### config.mk
export PLATFORM = sky130hd
export DESIGN_NAME = ist_io_shutdown
export DESIGN_NICKNAME = d
export VERILOG_FILES = /design/src/ist_pkg.sv /design/src/ist_io_shutdown.sv /design/src/ist_hour_tick.sv /design/src/ist_group_timer.sv
export SDC_FILE = /design/constraint.sdc
export NUM_CORES = 1
export LEC_CHECK = 0
export BUFFER_PORTS_ARGS = -buffer_cell sky130_fd_sc_hd__buf_4
export CAP_MARGIN = 10
export CORE_ASPECT_RATIO = 0.9
export CORE_UTILIZATION = 36
export DETAILED_ROUTE_END_ITERATION = 10
export GPL_TIMING_DRIVEN = 1
export RECOVER_POWER = 25
export SLEW_MARGIN = 15
export SYNTH_ARGS = -nofsm -noshare
export SYNTH_HDL_FRONTEND = slang
export SYNTH_HIERARCHICAL = 1
export SYNTH_SLANG_ARGS = --single-unit
### constraint.sdc
create_clock -name clk -period 4.4 [get_ports clk]
set_input_delay 0.88 -clock clk [delete_from_list [all_inputs] [get_ports clk]]
set_output_delay 0.88 -clock clk [all_outputs]
set_load 0.02 [all_outputs]
### src/ist_pkg.sv
// shared constants, types and register map of the io shutdown timer
package ist_pkg;
  localparam int unsigned CLK_PERIOD_NS = 10;
  localparam int unsigned CYC_PER_SEC = 1_000_000_000 / CLK_PERIOD_NS;
  localparam int unsigned SEC_PER_HOUR = 3600;
  localparam logic [3:0] SD_HOURS = 4'h8;
  localparam logic [3:0] WARN_HOURS = 4'h1;
  localparam logic [7:0] AT_INTERVAL_DEF = 8'h08;

  localparam int unsigned ADDR_W = 4;
  localparam logic [3:0] OFS_CTRL = 4'h0;
  localparam logic [3:0] OFS_STATUS = 4'h1;
  localparam logic [3:0] OFS_AT_INTERVAL = 4'h2;
  localparam logic [3:0] OFS_FAULT_TBL = 4'h3;
  localparam logic [3:0] OFS_PENDING = 4'h4;
  localparam logic [3:0] OFS_SHUTDOWN = 4'h5;
  localparam logic [3:0] OFS_EVT_STAT = 4'h6;
  localparam logic [3:0] OFS_EVT_MASK = 4'h7;

  localparam int unsigned CTRL_CANCEL = 0;
  localparam int unsigned CTRL_MANUAL_AT = 1;
  localparam int unsigned CTRL_FAULT_RESET = 2;
  localparam int unsigned CTRL_FORCED_LOGON = 3;

  localparam int unsigned ST_PENDING = 0;
  localparam int unsigned ST_FAULT_CONTACT = 1;
  localparam int unsigned ST_MASTER = 2;
  localparam int unsigned ST_AT_BUSY = 3;

  localparam logic [31:0] RD_UNMAPPED = 32'h0000_0000;
  localparam logic [3:0] EVT_MASK_RST = 4'h0;

  typedef enum logic [1:0] {
    TMR_IDLE = 2'b00,
    TMR_RUN = 2'b01,
    TMR_SHUT = 2'b11
  } ist_tmr_e;

  typedef struct packed {
    logic comm_loss;
    logic q16_fail;
    logic out_stuck;
  } ist_fault_s;

  typedef struct packed {
    logic cancel;
    logic shut;
    logic warn1;
    logic warn8;
  } ist_evt_s;
endpackage : ist_pkg

### src/ist_io_shutdown.sv
// io shutdown supervisor of one controller: timers, autotest schedule, registers
module ist_io_shutdown import ist_pkg::*; #(
  parameter int unsigned NGRP = 4,
  parameter int unsigned GW = 16,
  parameter logic [1:0] MY_ID = 2'h0,
  parameter logic [NGRP-1:0] GRP_IS_OUT = 4'b0011,
  parameter logic [NGRP-1:0] GRP_SYNC_AT = 4'b0100,
  parameter logic [NGRP*GW-1:0] IN_DEFAULT = '0,
  parameter logic [7:0] AT_INTERVAL_CFG = AT_INTERVAL_DEF,
  parameter int unsigned CYC_SEC = CYC_PER_SEC,
  parameter int unsigned SEC_HR = SEC_PER_HOUR
) (
  input wire logic clk,
  input wire logic rst_n,
  input wire logic [ADDR_W-1:0] addr,
  input wire logic [31:0] wdata,
  input wire logic wr,
  input wire logic rd,
  output logic [31:0] rdata,
  output logic irq,
  input wire logic at_master,
  output logic at_req,
  input wire logic at_done,
  input wire ist_fault_s [NGRP-1:0] at_fault,
  output logic master_pass,
  output logic [1:0] next_master,
  output logic fault_contact,
  output logic shutdown_pending_flag,
  output logic [NGRP-1:0] grp_shutdown,
  input wire logic [NGRP*GW-1:0] out_data_in,
  output logic [NGRP*GW-1:0] out_data,
  input wire logic [NGRP*GW-1:0] in_data_in,
  output logic [NGRP*GW-1:0] in_data,
  output logic io_fault_reset_pulse,
  output logic forced_logon_pulse
);
  localparam logic [1:0] LAST_ID = 2'h2;
  localparam logic [1:0] NEXT_ID = (MY_ID == LAST_ID) ? 2'h0 : MY_ID + 2'h1;

  logic hour_tick;
  logic [NGRP-1:0] qual, raw_fault, running, shut, sd_apply;
  ist_evt_s [NGRP-1:0] grp_evt;
  ist_evt_s evt_any;

  logic cancel_r, cancel_nxt;
  logic [7:0] interval_r, interval_nxt;
  logic [7:0] at_cnt_r, at_cnt_nxt;
  logic at_busy_r, at_busy_nxt;
  logic at_req_nxt;
  logic [NGRP-1:0] fault_tbl_r, fault_tbl_nxt;
  ist_evt_s evt_stat_r, evt_stat_nxt;
  ist_evt_s evt_mask_r, evt_mask_nxt;
  logic [31:0] rdata_nxt;
  logic pass_nxt, fres_nxt, logon_nxt;
  logic wr_ctrl, manual_go, sched_go, launch;
  logic [NGRP*GW-1:0] out_nxt, in_nxt;

  ist_hour_tick #(
    .CYC_SEC(CYC_SEC),
    .SEC_HR(SEC_HR)
  ) u_tick (
    .clk(clk),
    .rst_n(rst_n),
    .hour_tick(hour_tick)
  );

  // fault qualification per group type
  always_comb begin
    for (int g = 0; g < NGRP; g++) begin
      raw_fault[g] = at_fault[g].comm_loss | at_fault[g].q16_fail | at_fault[g].out_stuck;
      if (GRP_IS_OUT[g]) begin
        qual[g] = at_fault[g].comm_loss | at_fault[g].out_stuck;
      end else if (GRP_SYNC_AT[g]) begin
        qual[g] = at_fault[g].comm_loss | at_fault[g].q16_fail;
      end else begin
        qual[g] = 1'b0;
      end
    end
  end

  // one independent timer per group
  for (genvar g = 0; g < NGRP; g++) begin : g_tmr
    ist_group_timer u_tmr (
      .clk(clk),
      .rst_n(rst_n),
      .hour_tick(hour_tick),
      .at_done(at_done),
      .qual(qual[g]),
      .running(running[g]),
      .shut(shut[g]),
      .evt(grp_evt[g])
    );
  end

  always_comb begin
    evt_any = '0;
    for (int g = 0; g < NGRP; g++) begin
      evt_any = evt_any | grp_evt[g];
    end
  end

  assign sd_apply = cancel_r ? '0 : shut;
  assign shutdown_pending_flag = |running;
  assign fault_contact = |fault_tbl_r;
  assign irq = |(evt_stat_r & evt_mask_r);

  // control, schedule and register next values
  always_comb begin
    wr_ctrl = wr && (addr == OFS_CTRL);
    manual_go = wr_ctrl && wdata[CTRL_MANUAL_AT];
    sched_go = hour_tick && at_master && (at_cnt_r + 8'h1 >= interval_r);
    launch = (manual_go || sched_go) && !at_busy_r;

    cancel_nxt = wr_ctrl ? wdata[CTRL_CANCEL] : cancel_r;
    interval_nxt = (wr && addr == OFS_AT_INTERVAL) ? wdata[7:0] : interval_r;

    at_cnt_nxt = at_cnt_r;
    if (launch) begin
      at_cnt_nxt = '0;
    end else if (hour_tick && at_master) begin
      at_cnt_nxt = at_cnt_r + 8'h1;
    end
    at_req_nxt = launch;
    at_busy_nxt = at_busy_r;
    if (launch) begin
      at_busy_nxt = 1'b1;
    end else if (at_done) begin
      at_busy_nxt = 1'b0;
    end

    pass_nxt = at_done && at_master && (|qual);
    fres_nxt = wr_ctrl && wdata[CTRL_FAULT_RESET];
    logon_nxt = wr_ctrl && wdata[CTRL_FORCED_LOGON];

    // new faults win over a reset in the same cycle
    fault_tbl_nxt = fres_nxt ? '0 : fault_tbl_r;
    if (at_done) begin
      fault_tbl_nxt = fault_tbl_nxt | raw_fault;
    end

    evt_mask_nxt = (wr && addr == OFS_EVT_MASK) ? ist_evt_s'(wdata[3:0]) : evt_mask_r;
    evt_stat_nxt = (rd && addr == OFS_EVT_STAT) ? ist_evt_s'(4'h0) : evt_stat_r;
    evt_stat_nxt = evt_stat_nxt | evt_any;

    rdata_nxt = RD_UNMAPPED;
    if (rd) begin
      unique case (addr)
        OFS_CTRL: rdata_nxt[CTRL_CANCEL] = cancel_r;
        OFS_STATUS: begin
          rdata_nxt[ST_PENDING] = shutdown_pending_flag;
          rdata_nxt[ST_FAULT_CONTACT] = fault_contact;
          rdata_nxt[ST_MASTER] = at_master;
          rdata_nxt[ST_AT_BUSY] = at_busy_r;
        end
        OFS_AT_INTERVAL: rdata_nxt[7:0] = interval_r;
        OFS_FAULT_TBL: rdata_nxt[NGRP-1:0] = fault_tbl_r;
        OFS_PENDING: rdata_nxt[NGRP-1:0] = running;
        OFS_SHUTDOWN: rdata_nxt[NGRP-1:0] = sd_apply;
        OFS_EVT_STAT: rdata_nxt[3:0] = evt_stat_r;
        OFS_EVT_MASK: rdata_nxt[3:0] = evt_mask_r;
        default: rdata_nxt = RD_UNMAPPED;
      endcase
    end
  end

  // safe state substitution of this controller's io copy
  always_comb begin
    out_nxt = out_data_in;
    in_nxt = in_data_in;
    for (int g = 0; g < NGRP; g++) begin
      if (sd_apply[g]) begin
        out_nxt[g*GW +: GW] = '0;
        in_nxt[g*GW +: GW] = IN_DEFAULT[g*GW +: GW];
      end
    end
  end

  always_ff @(posedge clk or negedge rst_n) begin
    if (!rst_n) begin
      cancel_r <= 1'b0;
      interval_r <= AT_INTERVAL_CFG;
      at_cnt_r <= '0;
      at_busy_r <= 1'b0;
      at_req <= 1'b0;
      fault_tbl_r <= '0;
      evt_stat_r <= '0;
      evt_mask_r <= EVT_MASK_RST;
      rdata <= '0;
      master_pass <= 1'b0;
      io_fault_reset_pulse <= 1'b0;
      forced_logon_pulse <= 1'b0;
      grp_shutdown <= '0;
      out_data <= '0;
      in_data <= '0;
    end else begin
      cancel_r <= cancel_nxt;
      interval_r <= interval_nxt;
      at_cnt_r <= at_cnt_nxt;
      at_busy_r <= at_busy_nxt;
      at_req <= at_req_nxt;
      fault_tbl_r <= fault_tbl_nxt;
      evt_stat_r <= evt_stat_nxt;
      evt_mask_r <= evt_mask_nxt;
      rdata <= rdata_nxt;
      master_pass <= pass_nxt;
      io_fault_reset_pulse <= fres_nxt;
      forced_logon_pulse <= logon_nxt;
      grp_shutdown <= sd_apply;
      out_data <= out_nxt;
      in_data <= in_nxt;
    end
  end

  assign next_master = NEXT_ID;
endmodule : ist_io_shutdown

### src/ist_hour_tick.sv
// hour tick prescaler
module ist_hour_tick import ist_pkg::*; #(
  parameter int unsigned CYC_SEC = CYC_PER_SEC,
  parameter int unsigned SEC_HR = SEC_PER_HOUR
) (
  input wire logic clk,
  input wire logic rst_n,
  output logic hour_tick
);
  logic [31:0] cyc_r, cyc_nxt;
  logic [15:0] sec_r, sec_nxt;
  logic tick_nxt;

  always_comb begin
    cyc_nxt = cyc_r + 32'h1;
    sec_nxt = sec_r;
    tick_nxt = 1'b0;
    if (cyc_r == 32'(CYC_SEC - 1)) begin
      cyc_nxt = '0;
      if (sec_r == 16'(SEC_HR - 1)) begin
        sec_nxt = '0;
        tick_nxt = 1'b1;
      end else begin
        sec_nxt = sec_r + 16'h1;
      end
    end
  end

  always_ff @(posedge clk or negedge rst_n) begin
    if (!rst_n) begin
      cyc_r <= '0;
      sec_r <= '0;
      hour_tick <= 1'b0;
    end else begin
      cyc_r <= cyc_nxt;
      sec_r <= sec_nxt;
      hour_tick <= tick_nxt;
    end
  end
endmodule : ist_hour_tick

### src/ist_group_timer.sv
// shutdown timer of one io group
module ist_group_timer import ist_pkg::*; (
  input wire logic clk,
  input wire logic rst_n,
  input wire logic hour_tick,
  input wire logic at_done,
  input wire logic qual,
  output logic running,
  output logic shut,
  output ist_evt_s evt
);
  ist_tmr_e st_r, st_nxt;
  logic [3:0] hrs_r, hrs_nxt;
  ist_evt_s evt_nxt;

  always_comb begin
    st_nxt = st_r;
    hrs_nxt = hrs_r;
    evt_nxt = '0;
    unique case (st_r)
      TMR_IDLE: begin
        if (at_done && qual) begin
          st_nxt = TMR_RUN;
          hrs_nxt = '0;
          evt_nxt.warn8 = 1'b1;
        end
      end
      TMR_RUN: begin
        if (at_done && !qual) begin
          st_nxt = TMR_IDLE;
          evt_nxt.cancel = 1'b1;
        end else if (hour_tick) begin
          hrs_nxt = hrs_r + 4'h1;
          if (hrs_nxt == SD_HOURS - WARN_HOURS) begin
            evt_nxt.warn1 = 1'b1;
          end
          if (hrs_nxt == SD_HOURS) begin
            st_nxt = TMR_SHUT;
            evt_nxt.shut = 1'b1;
          end
        end
      end
      TMR_SHUT: begin
        if (at_done && !qual) begin
          st_nxt = TMR_IDLE;
        end
      end
      default: st_nxt = TMR_IDLE;
    endcase
  end

  always_ff @(posedge clk or negedge rst_n) begin
    if (!rst_n) begin
      st_r <= TMR_IDLE;
      hrs_r <= '0;
      evt <= '0;
    end else begin
      st_r <= st_nxt;
      hrs_r <= hrs_nxt;
      evt <= evt_nxt;
    end
  end

  assign running = (st_r == TMR_RUN);
  assign shut = (st_r == TMR_SHUT);
endmodule : ist_group_timer

==> results of run 1 <==
[metal layers]
layer	up-vias	global-route usage (%)
li1	3960	-
met1	3965	22.9
met2	210	26.6
met3	34	3.14
met4	2	3.40
met5	-	0
[placed cells by master (no fill, tap or decap), drive strengths merged, types with 22 or more instances in the layout]
master and n:
nand2 52, a21oi 26, nor2 39, o21ai 22
nand3 37, clkbuf 49, inv 35, dfrtp 262
nand4 25, and2 135, conb 29, buf 305
[cell families (layout without fill, tap and decap cells)]
family | after synthesis | in the layout | synth area share [%]
AOI/OAI and AO/OA | 109 | 109 | 6.73
buffers and inverters | 96 | 399 | 4.67
xor gates and xnor gates | 38 | 38 | 2.91
muxes | 33 | 33 | 3.61
other | 2 | 29 | 0.0657
adders and majority gates | 19 | 19 | 2.08
DFF | 263 | 263 | 57.6
and+or+nand+nor | 426 | 426 | 22.4
[how the worst max path moves through the flow]
stage,startpoint,endpoint,slack [ns],depth (start not counted)
after global routing,rst_n,in_data[12],1.18,2
after global placement,u_tick/cyc_r[28],u_tick/sec_r[11],1.63,4
after CTS,g_tmr[3].u_tmr/st_r[1],shutdown_pending_flag,1.38,4
after floorplan,at_cnt_r[0],at_cnt_r[2],2.10,10
final,g_tmr[2].u_tmr/st_r[1],shutdown_pending_flag,1.39,4
after detailed placement,u_tick/cyc_r[28],u_tick/sec_r[11],1.59,4
[power by group through the flow]
stage / Combinational, mW / Clock, mW / Sequential, mW
global route: 0.926 / 2.68 / 2.76
global placement: 0.822 / 0 / 2.77
detailed placement: 0.843 / 0 / 2.78
CTS: 0.848 / 2.58 / 2.73
finish: 0.834 / 2.50 / 2.74
floorplan: 0.429 / 0 / 2.81
[sequential cells by signal, summed over array words and instances, names as in the netlist, 8 cells and up]
signal and cells:
at_cnt_r 8, g_tmr.u_tmr/hrs_r 16, out_data 64, in_data 64, g_tmr.u_tmr/st_r 8, g_tmr.u_tmr/evt 16
u_tick/sec_r 16, interval_r 8, rdata 8, u_tick/cyc_r 32
[critical path, stage by stage, from the launching register on]
cell,delay (ns)
dfrtp_1,0.48
nand2b_1,0.20
inv_1,0.13
or4_1,0.58
buf_4,0.19
[cell type report]
| cell class | count | area [um^2] |
|---|---|---|
| clock buffers | 46 | 912 |
| clock inverters | 10 | 108 |
| inverters | 35 | 131 |
| multi-input cells | 654 | 4400 |
| well taps | 409 | 512 |
| fillers | 2796 | 16100 |
| repair buffers | 308 | 2310 |
| flip-flops and latches | 263 | 6580 |
[per-stage QoR]
step | instances | utilization [%]
after floorplan | 1013 | -
after global placement | 1669 | 45.0
after detailed placement | 1669 | 45.0
after CTS | 1725 | 48.3
after global routing | 1725 | 48.2
final | 1725 | 48.2
==> metrics.md, run 1 <==
| Metric | Value |
|---|---|
| Post-synth top area cell | dfrtp_1 |
| RSZ-0062 raised after global routing | no |
| Worst Path Max Fanout | 9 |
| Most frequent cell after synthesis | dfrtp_1 |
| Antenna viol nets, final | 0 |
| Initial DRC Count | approximately 500 |
| GP Congestion | 0.827 |
| Placed Area | 14000 um^2 |
| Worst EP arrival | 2.13 ns |
| Highest metal used | met5 |
| Num CTS Buffers | 30 |
| Worst Path Required | 3.52 ns |
| Hold Path Depth | 2 |
| Final slew viol count | 96 |
| Worst Setup End Kind | primary output |
| Drt wl/cell | approximately 16 um |
| Setup violations, final | 0 |
| Worst Setup Slack, final | roughly 1.4 ns |
| Comb power frac | 13.7% |
| Synth Area per Inst | 11.6 um^2 |
| # IOs | between 300 and 400 |
| Top FF cell, synth | dfrtp_1 |
| Global route total overflow | 0 |
| Final nets | 1493 |
| Core Region | 31100 um^2 |
| Synth Warn # | 6 |
| Row count | approximately 60 |
| Hold_sp | g_tmr[3].u_tmr/evt[3] |
| IO Port Bufs | about 300 |
| Switch share | 25.3% |
| Post-CTS setup buffer count | 0 |
| Cell Area, Synth | 11400 um^2 |
| Clock share of power | between 40% and 50% |
| Later-pin clock latency in the skew report | roughly 0.54 ns |
| Period utilization | between 60 and 70% |
| Routed vias | 8171 |
| Lkg Pwr | roughly 7 nW |
| Slew margin rel. | -64.3% |
| Share of cells above drive strength 1 | 31.3% |
| Initial antenna violation count | 1 |
| Die height | roughly 170 um |
| Clock skew | 0.00826 ns |
| Place WS | 1.59 ns |
| Number of synthesized flops with an enable pin | 0 |
| Layout area overhead | 30.8% |
| Fin crit period | 3.01 ns |
| Violated checks | max-capacitance violations, max-slew violations |
| Setup crit start kind | flip-flop |
| Hold Fails Final Rpt | 0 |
| Total GRT Usage | 16.4% |
| DR WL met3 | around 1500 um |
| Post-synthesis register bit count | about 260 |
| Clk Tree Root Cell | clkbuf_16 |
| CTS Hold Bufs | 0 |
| R2R depth | 4 |
| TNS Setup | 0 ns |
| Int Pwr | 4.53 mW |
| Register area share after synthesis | 57.6% |
| Kind of critical path | reg2out |
| Peak Freq | 332 MHz |
| Sequential Power Share | between 40% and 50% |
| Vias in the first global route | 8037 |
| Top cells by area, synth | dfrtp_1 57%, and2_1 7.4%, ha_1 2.1% |
| # clock sinks | roughly 260 |
| Cts repair resizes | 0 |
| Maximum VDD drop | roughly 0.28 mV |
| R2r startpoint | u_tick/cyc_r[28] |
| Final Instance Area | 15000 um^2 |
| Clock transition at the registers of the reported paths | 0.06 ns |
| Final HPWL DP | 19800 um |
| Hold Crit Class | reg2reg |
| CTS tree | done |
| Power Dens Cells | 406 nW/um^2 |
| MaxCap Viol Count | 1 |
| Initial core utilization | 36.8% |
| Final WL | 27700 um |
| Worst hold margin | 0.444 ns |
| Synth top cells by count | 262 x dfrtp_1, 135 x and2_1, 50 x nand2_1 |
| Die Wd | 190 um |
| Async set-reset flop share out of synthesis | 100% |
| ANT cells | 0 |
| R2R Path End | u_tick/sec_r[11] |
| # DRC | 0 |
| Met2 Routed Length | 13200 um |
| Synth cell types | 72 |
| Total Power | a little over 6 mW |
| Status | complete, but fails checks |
| TritonRoute pass-1 iters | 5 |
| Top-area cell type share of the netlist area | 57.3% |
| Die ar. | around 32000 um^2 |
| Switch Pwr | 1.54 mW |
| Mapped Cells | 986 |
| CTS H-Tree Depth | 1 |
| Worst slew pin tran | 2.46 ns |
| Hold EP | evt_stat_r[3] |
| Max clock buf depth | 3 |
| Routed length on met1 | 12600 um |
| First-pass GRT wire length | between 40000 and 50000 um |
| FF-to-FF setup slack | 1.63 ns |
| Vias/cell | about 4.7 |
| Pin count of the biggest net entering global routing | 97 |
(Power assumes the default switching activity.)
==> run 2: changes to the inputs <==
==> constraint.sdc (replaced) <==
create_clock -name clk -period 2.7 [get_ports clk]
set_input_delay 0.54 -clock clk [delete_from_list [all_inputs] [get_ports clk]]
set_output_delay 0.54 -clock clk [all_outputs]
set_load 0.02 [all_outputs]
==> run 2 against run 1 <==
Compared with the run above:
- the run still ends with max-capacitance violations, max-slew violations left
- via count is 0.76% higher
- die area stayed put
- sequential power is 62% higher
- cell count is 0.58% higher
- register-to-register slack worse by 1.4 ns
- largest cell class unchanged
==> metrics.md, run 2 (same netlist as run 1, synthesis figures left out) <==
| Metric | Value |
|---|---|
| Place WS | 0.157 ns (was 1.59 ns) |
| Share of cells above drive strength 1 | 31.7% (was 31.3%) |
| Worst Path Max Fanout | 10 (was 9) |
| Crit path depth | 4 (unchanged) |
| Status | complete, but fails checks (unchanged) |
| Hold Fails Final Rpt | 0 (unchanged) |
| IO Port Bufs | 304 (unchanged) |
| Lkg Pwr | 7.11 nW (was 7.10 nW) |
| Final nets | 1504 (was 1493) |
| Post-CTS setup buffer count | 0 (unchanged) |
| Final HPWL DP | 20300 um (was 19800 um) |
| Die ar. | 32500 um^2 (unchanged) |
| Setup crit start kind | flip-flop (unchanged) |
| Met3 Resource Use GR | 2.99% (was 3.14%) |
| Clock transition at the registers of the reported paths | 0.06 ns (about the same) |
| Largest regs | in_data: 64 flops, out_data: 64 flops, u_tick/cyc_r: 32 flops (unchanged) |
| Die height | 171 um (unchanged) |
| Most common cell after layout, fill and taps aside | buf_4 (unchanged) |
| Initial core utilization | 36.8% (unchanged) |
| R2r startpoint | at_cnt_r[1] (was u_tick/cyc_r[28]) |
| Total Power | 9.69 mW (was 6.07 mW) |
| Drt wl/cell | 16.0 um (about the same) |
| Global route total overflow | 0 (unchanged) |
| Peak Freq | 384 MHz |
| Worst Setup Slack, final | 0.0989 ns (was 1.39 ns) |
| Worst-path cell chain | nand2b_1 -> inv_1 -> or4_1 -> buf_4 (unchanged) |
| Dpl cells | 1680 (was 1669) |
| Violated checks | max-capacitance violations, max-slew violations (unchanged) |
| Initial DRC Count | 589 (was 497) |
| Later-pin clock latency in the skew report | 0.56 ns (was 0.54 ns) |
| Slew margin rel. | -6.77% (was -64.3%) |
| Commonest cells after routing, fill and taps aside | 312 x buf_4, 257 x dfrtp_1, 133 x and2_1, 51 x nand2_1, 39 x nor2_1 (was 304 x buf_4, 262 x dfrtp_1, 135 x and2_1, 50 x nand2_1, 39 x nor2_1) |
| Clk Tree Root Cell | clkbuf_16 (unchanged) |
| Worst Setup End Kind | primary output (unchanged) |
| Crit-path max cell delay | 0.55 ns (was 0.58 ns) |
| R2R Path End | at_cnt_r[2] (was u_tick/sec_r[11]) |
| # DRC | 0 (unchanged) |
| ANT cells | 0 (unchanged) |
| Worst EP arrival | 2.06 ns (was 2.13 ns) |
| Row count | 61 (unchanged) |
| Gr busiest metal | met2 (unchanged) |
| Vias/cell | 4.75 (was 4.74) |
| Clock skew | 0.0104 ns (was 0.00826 ns) |
| Post-Layout Cell Count | 1735 (was 1725) |
| Antenna viol nets, final | 0 (unchanged) |
| Kind of critical path | reg2out (unchanged) |
| # IOs | 355 (unchanged) |
| Layout area overhead | 31.3% (was 30.8%) |
| Core Region | 31100 um^2 (unchanged) |
| Fin crit period | 2.60 ns |
| # clock sinks | 263 (unchanged) |
| Worst hold margin | 0.192 ns (was 0.444 ns) |
| Num CTS Buffers | 29 (was 30) |
| Routed vias | 8233 (was 8171) |
| FF-to-FF setup slack | 0.22 ns (was 1.63 ns) |
| Hold Crit Class | in2reg (was reg2reg) |
| Worst path slowest cell | or4_1 (unchanged) |
| Initial antenna violation count | 0 (was 1) |
| First-pass GRT wire length | 43700 um (was 42900 um) |
| Crit path to | shutdown_pending_flag (unchanged) |
| Pin count of the biggest net entering global routing | 59 (was 97) |
| Period utilization | 96.3% |
| Setup violations, final | 0 (unchanged) |
| Worst slew pin tran | 1.60 ns (was 2.46 ns) |
| Maximum VDD drop | 0.499 mV (was 0.278 mV) |
| Delay-heaviest family, CP | simple AND/OR/NAND/NOR gates (unchanged) |
| Crit path from | g_tmr[1].u_tmr/st_r[0] (was g_tmr[2].u_tmr/st_r[1]) |
| MaxCap Viol Count | 1 (unchanged) |
| Worst Path Required | 2.16 ns (was 3.52 ns) |
| CTS tree | done (unchanged) |
| GP Congestion | 0.847 (was 0.827) |
| Final-layout fill cell count | 2817 (was 2796) |
| CTS H-Tree Depth | 1 (unchanged) |
| TritonRoute pass-1 iters | 5 (unchanged) |
| Power Dens Cells | 645 nW/um^2 (was 406 nW/um^2) |
| Die Wd | 190 um (unchanged) |
| RSZ-0062 raised after global routing | no (unchanged) |
| Final slew viol count | 55 (was 96) |
| TNS Setup | 0 ns (unchanged) |
| GR Util met2 | 27.2% (was 26.6%) |
| Met1 usage | 23.4% (was 22.9%) |
| Total GRT Usage | 16.8% (was 16.4%) |
| Max clock buf depth | 3 (unchanged) |
| Final WL | 27800 um (was 27700 um) |
| Worst Path Buf+Inv | 2 (unchanged) |
| Vias in the first global route | 8034 (was 8037) |
| R2R depth | 10 (was 4) |
==> run 2: cell count changes in the layout (fill, tap and decap cells not counted), moves of 3 or more <==
cell,previous run,this run
buf_4,304,312
clkbuf_8,8,11
dfrtp_1,262,257
dfrtp_2,0,5
mux2_1,0,3
mux2_4,8,5
==> run 2: layout make-up <==
type | count | area (um^2) | area share [%]
sequential | 263 | 6590 | 43.9
inverter | 35 | 131 | 0.875
tap | 409 | 512 | 3.41
timing repair buffer | 320 | 2430 | 16.2
clock buffer | 48 | 907 | 6.04
clock inverter | 6 | 51.3 | 0.342
multi-input combinational | 654 | 4400 | 29.3
==> run 2: worst min path at each step <==
stage          depth (start not counted)                  start       endpoint  slack (ns)
2_1_floorplan                          0                  rst_n      at_busy_r        0.24
3_3_place_gp                           2  g_tmr[1].u_tmr/evt[2]  evt_stat_r[2]        0.43
3_5_place_dp                           2  g_tmr[1].u_tmr/evt[2]  evt_stat_r[2]        0.43
4_1_cts                                2        out_data_in[19]   out_data[19]        0.16
5_1_grt                                2         in_data_in[38]    in_data[38]        0.17
6_report                               2        out_data_in[19]   out_data[19]        0.19
==> run 2: metal layers <==
metal / wire [um] / vias to the layer above / share of wire (%)
li1: - / 3971 / -
met1: 12400 / 3979 / 45
met2: 13400 / 246 / 48
met3: 1590 / 37 / 5.7
met4: 477 / 0 / 1.7
met5: 0 / - / 0
==> run 2: report_power, final <==
group	internal [mW]	total, mW	switching, mW
clock	2.29	3.86	1.57
sequential	4.21	4.45	0.240
combinational	0.677	1.37	0.695
==> run 2: through the flow <==
| step | util [%] | area, um^2 |
|---|---|---|
| final | 48.3 | 15000 |
| after global routing | 48.3 | 15000 |
| after CTS | 48.5 | 15100 |
| after detailed placement | 45.3 | 14100 |
| after global placement | 45.3 | 14100 |
| after floorplan | - | 11500 |
==> run 2: what timing repair did <==
item	4_1_cts	5_1_grt
endpoints found under the hold margin	50	0
hold buffers	1	0
setup endpoints to repair	0	8
resized for setup	0	8
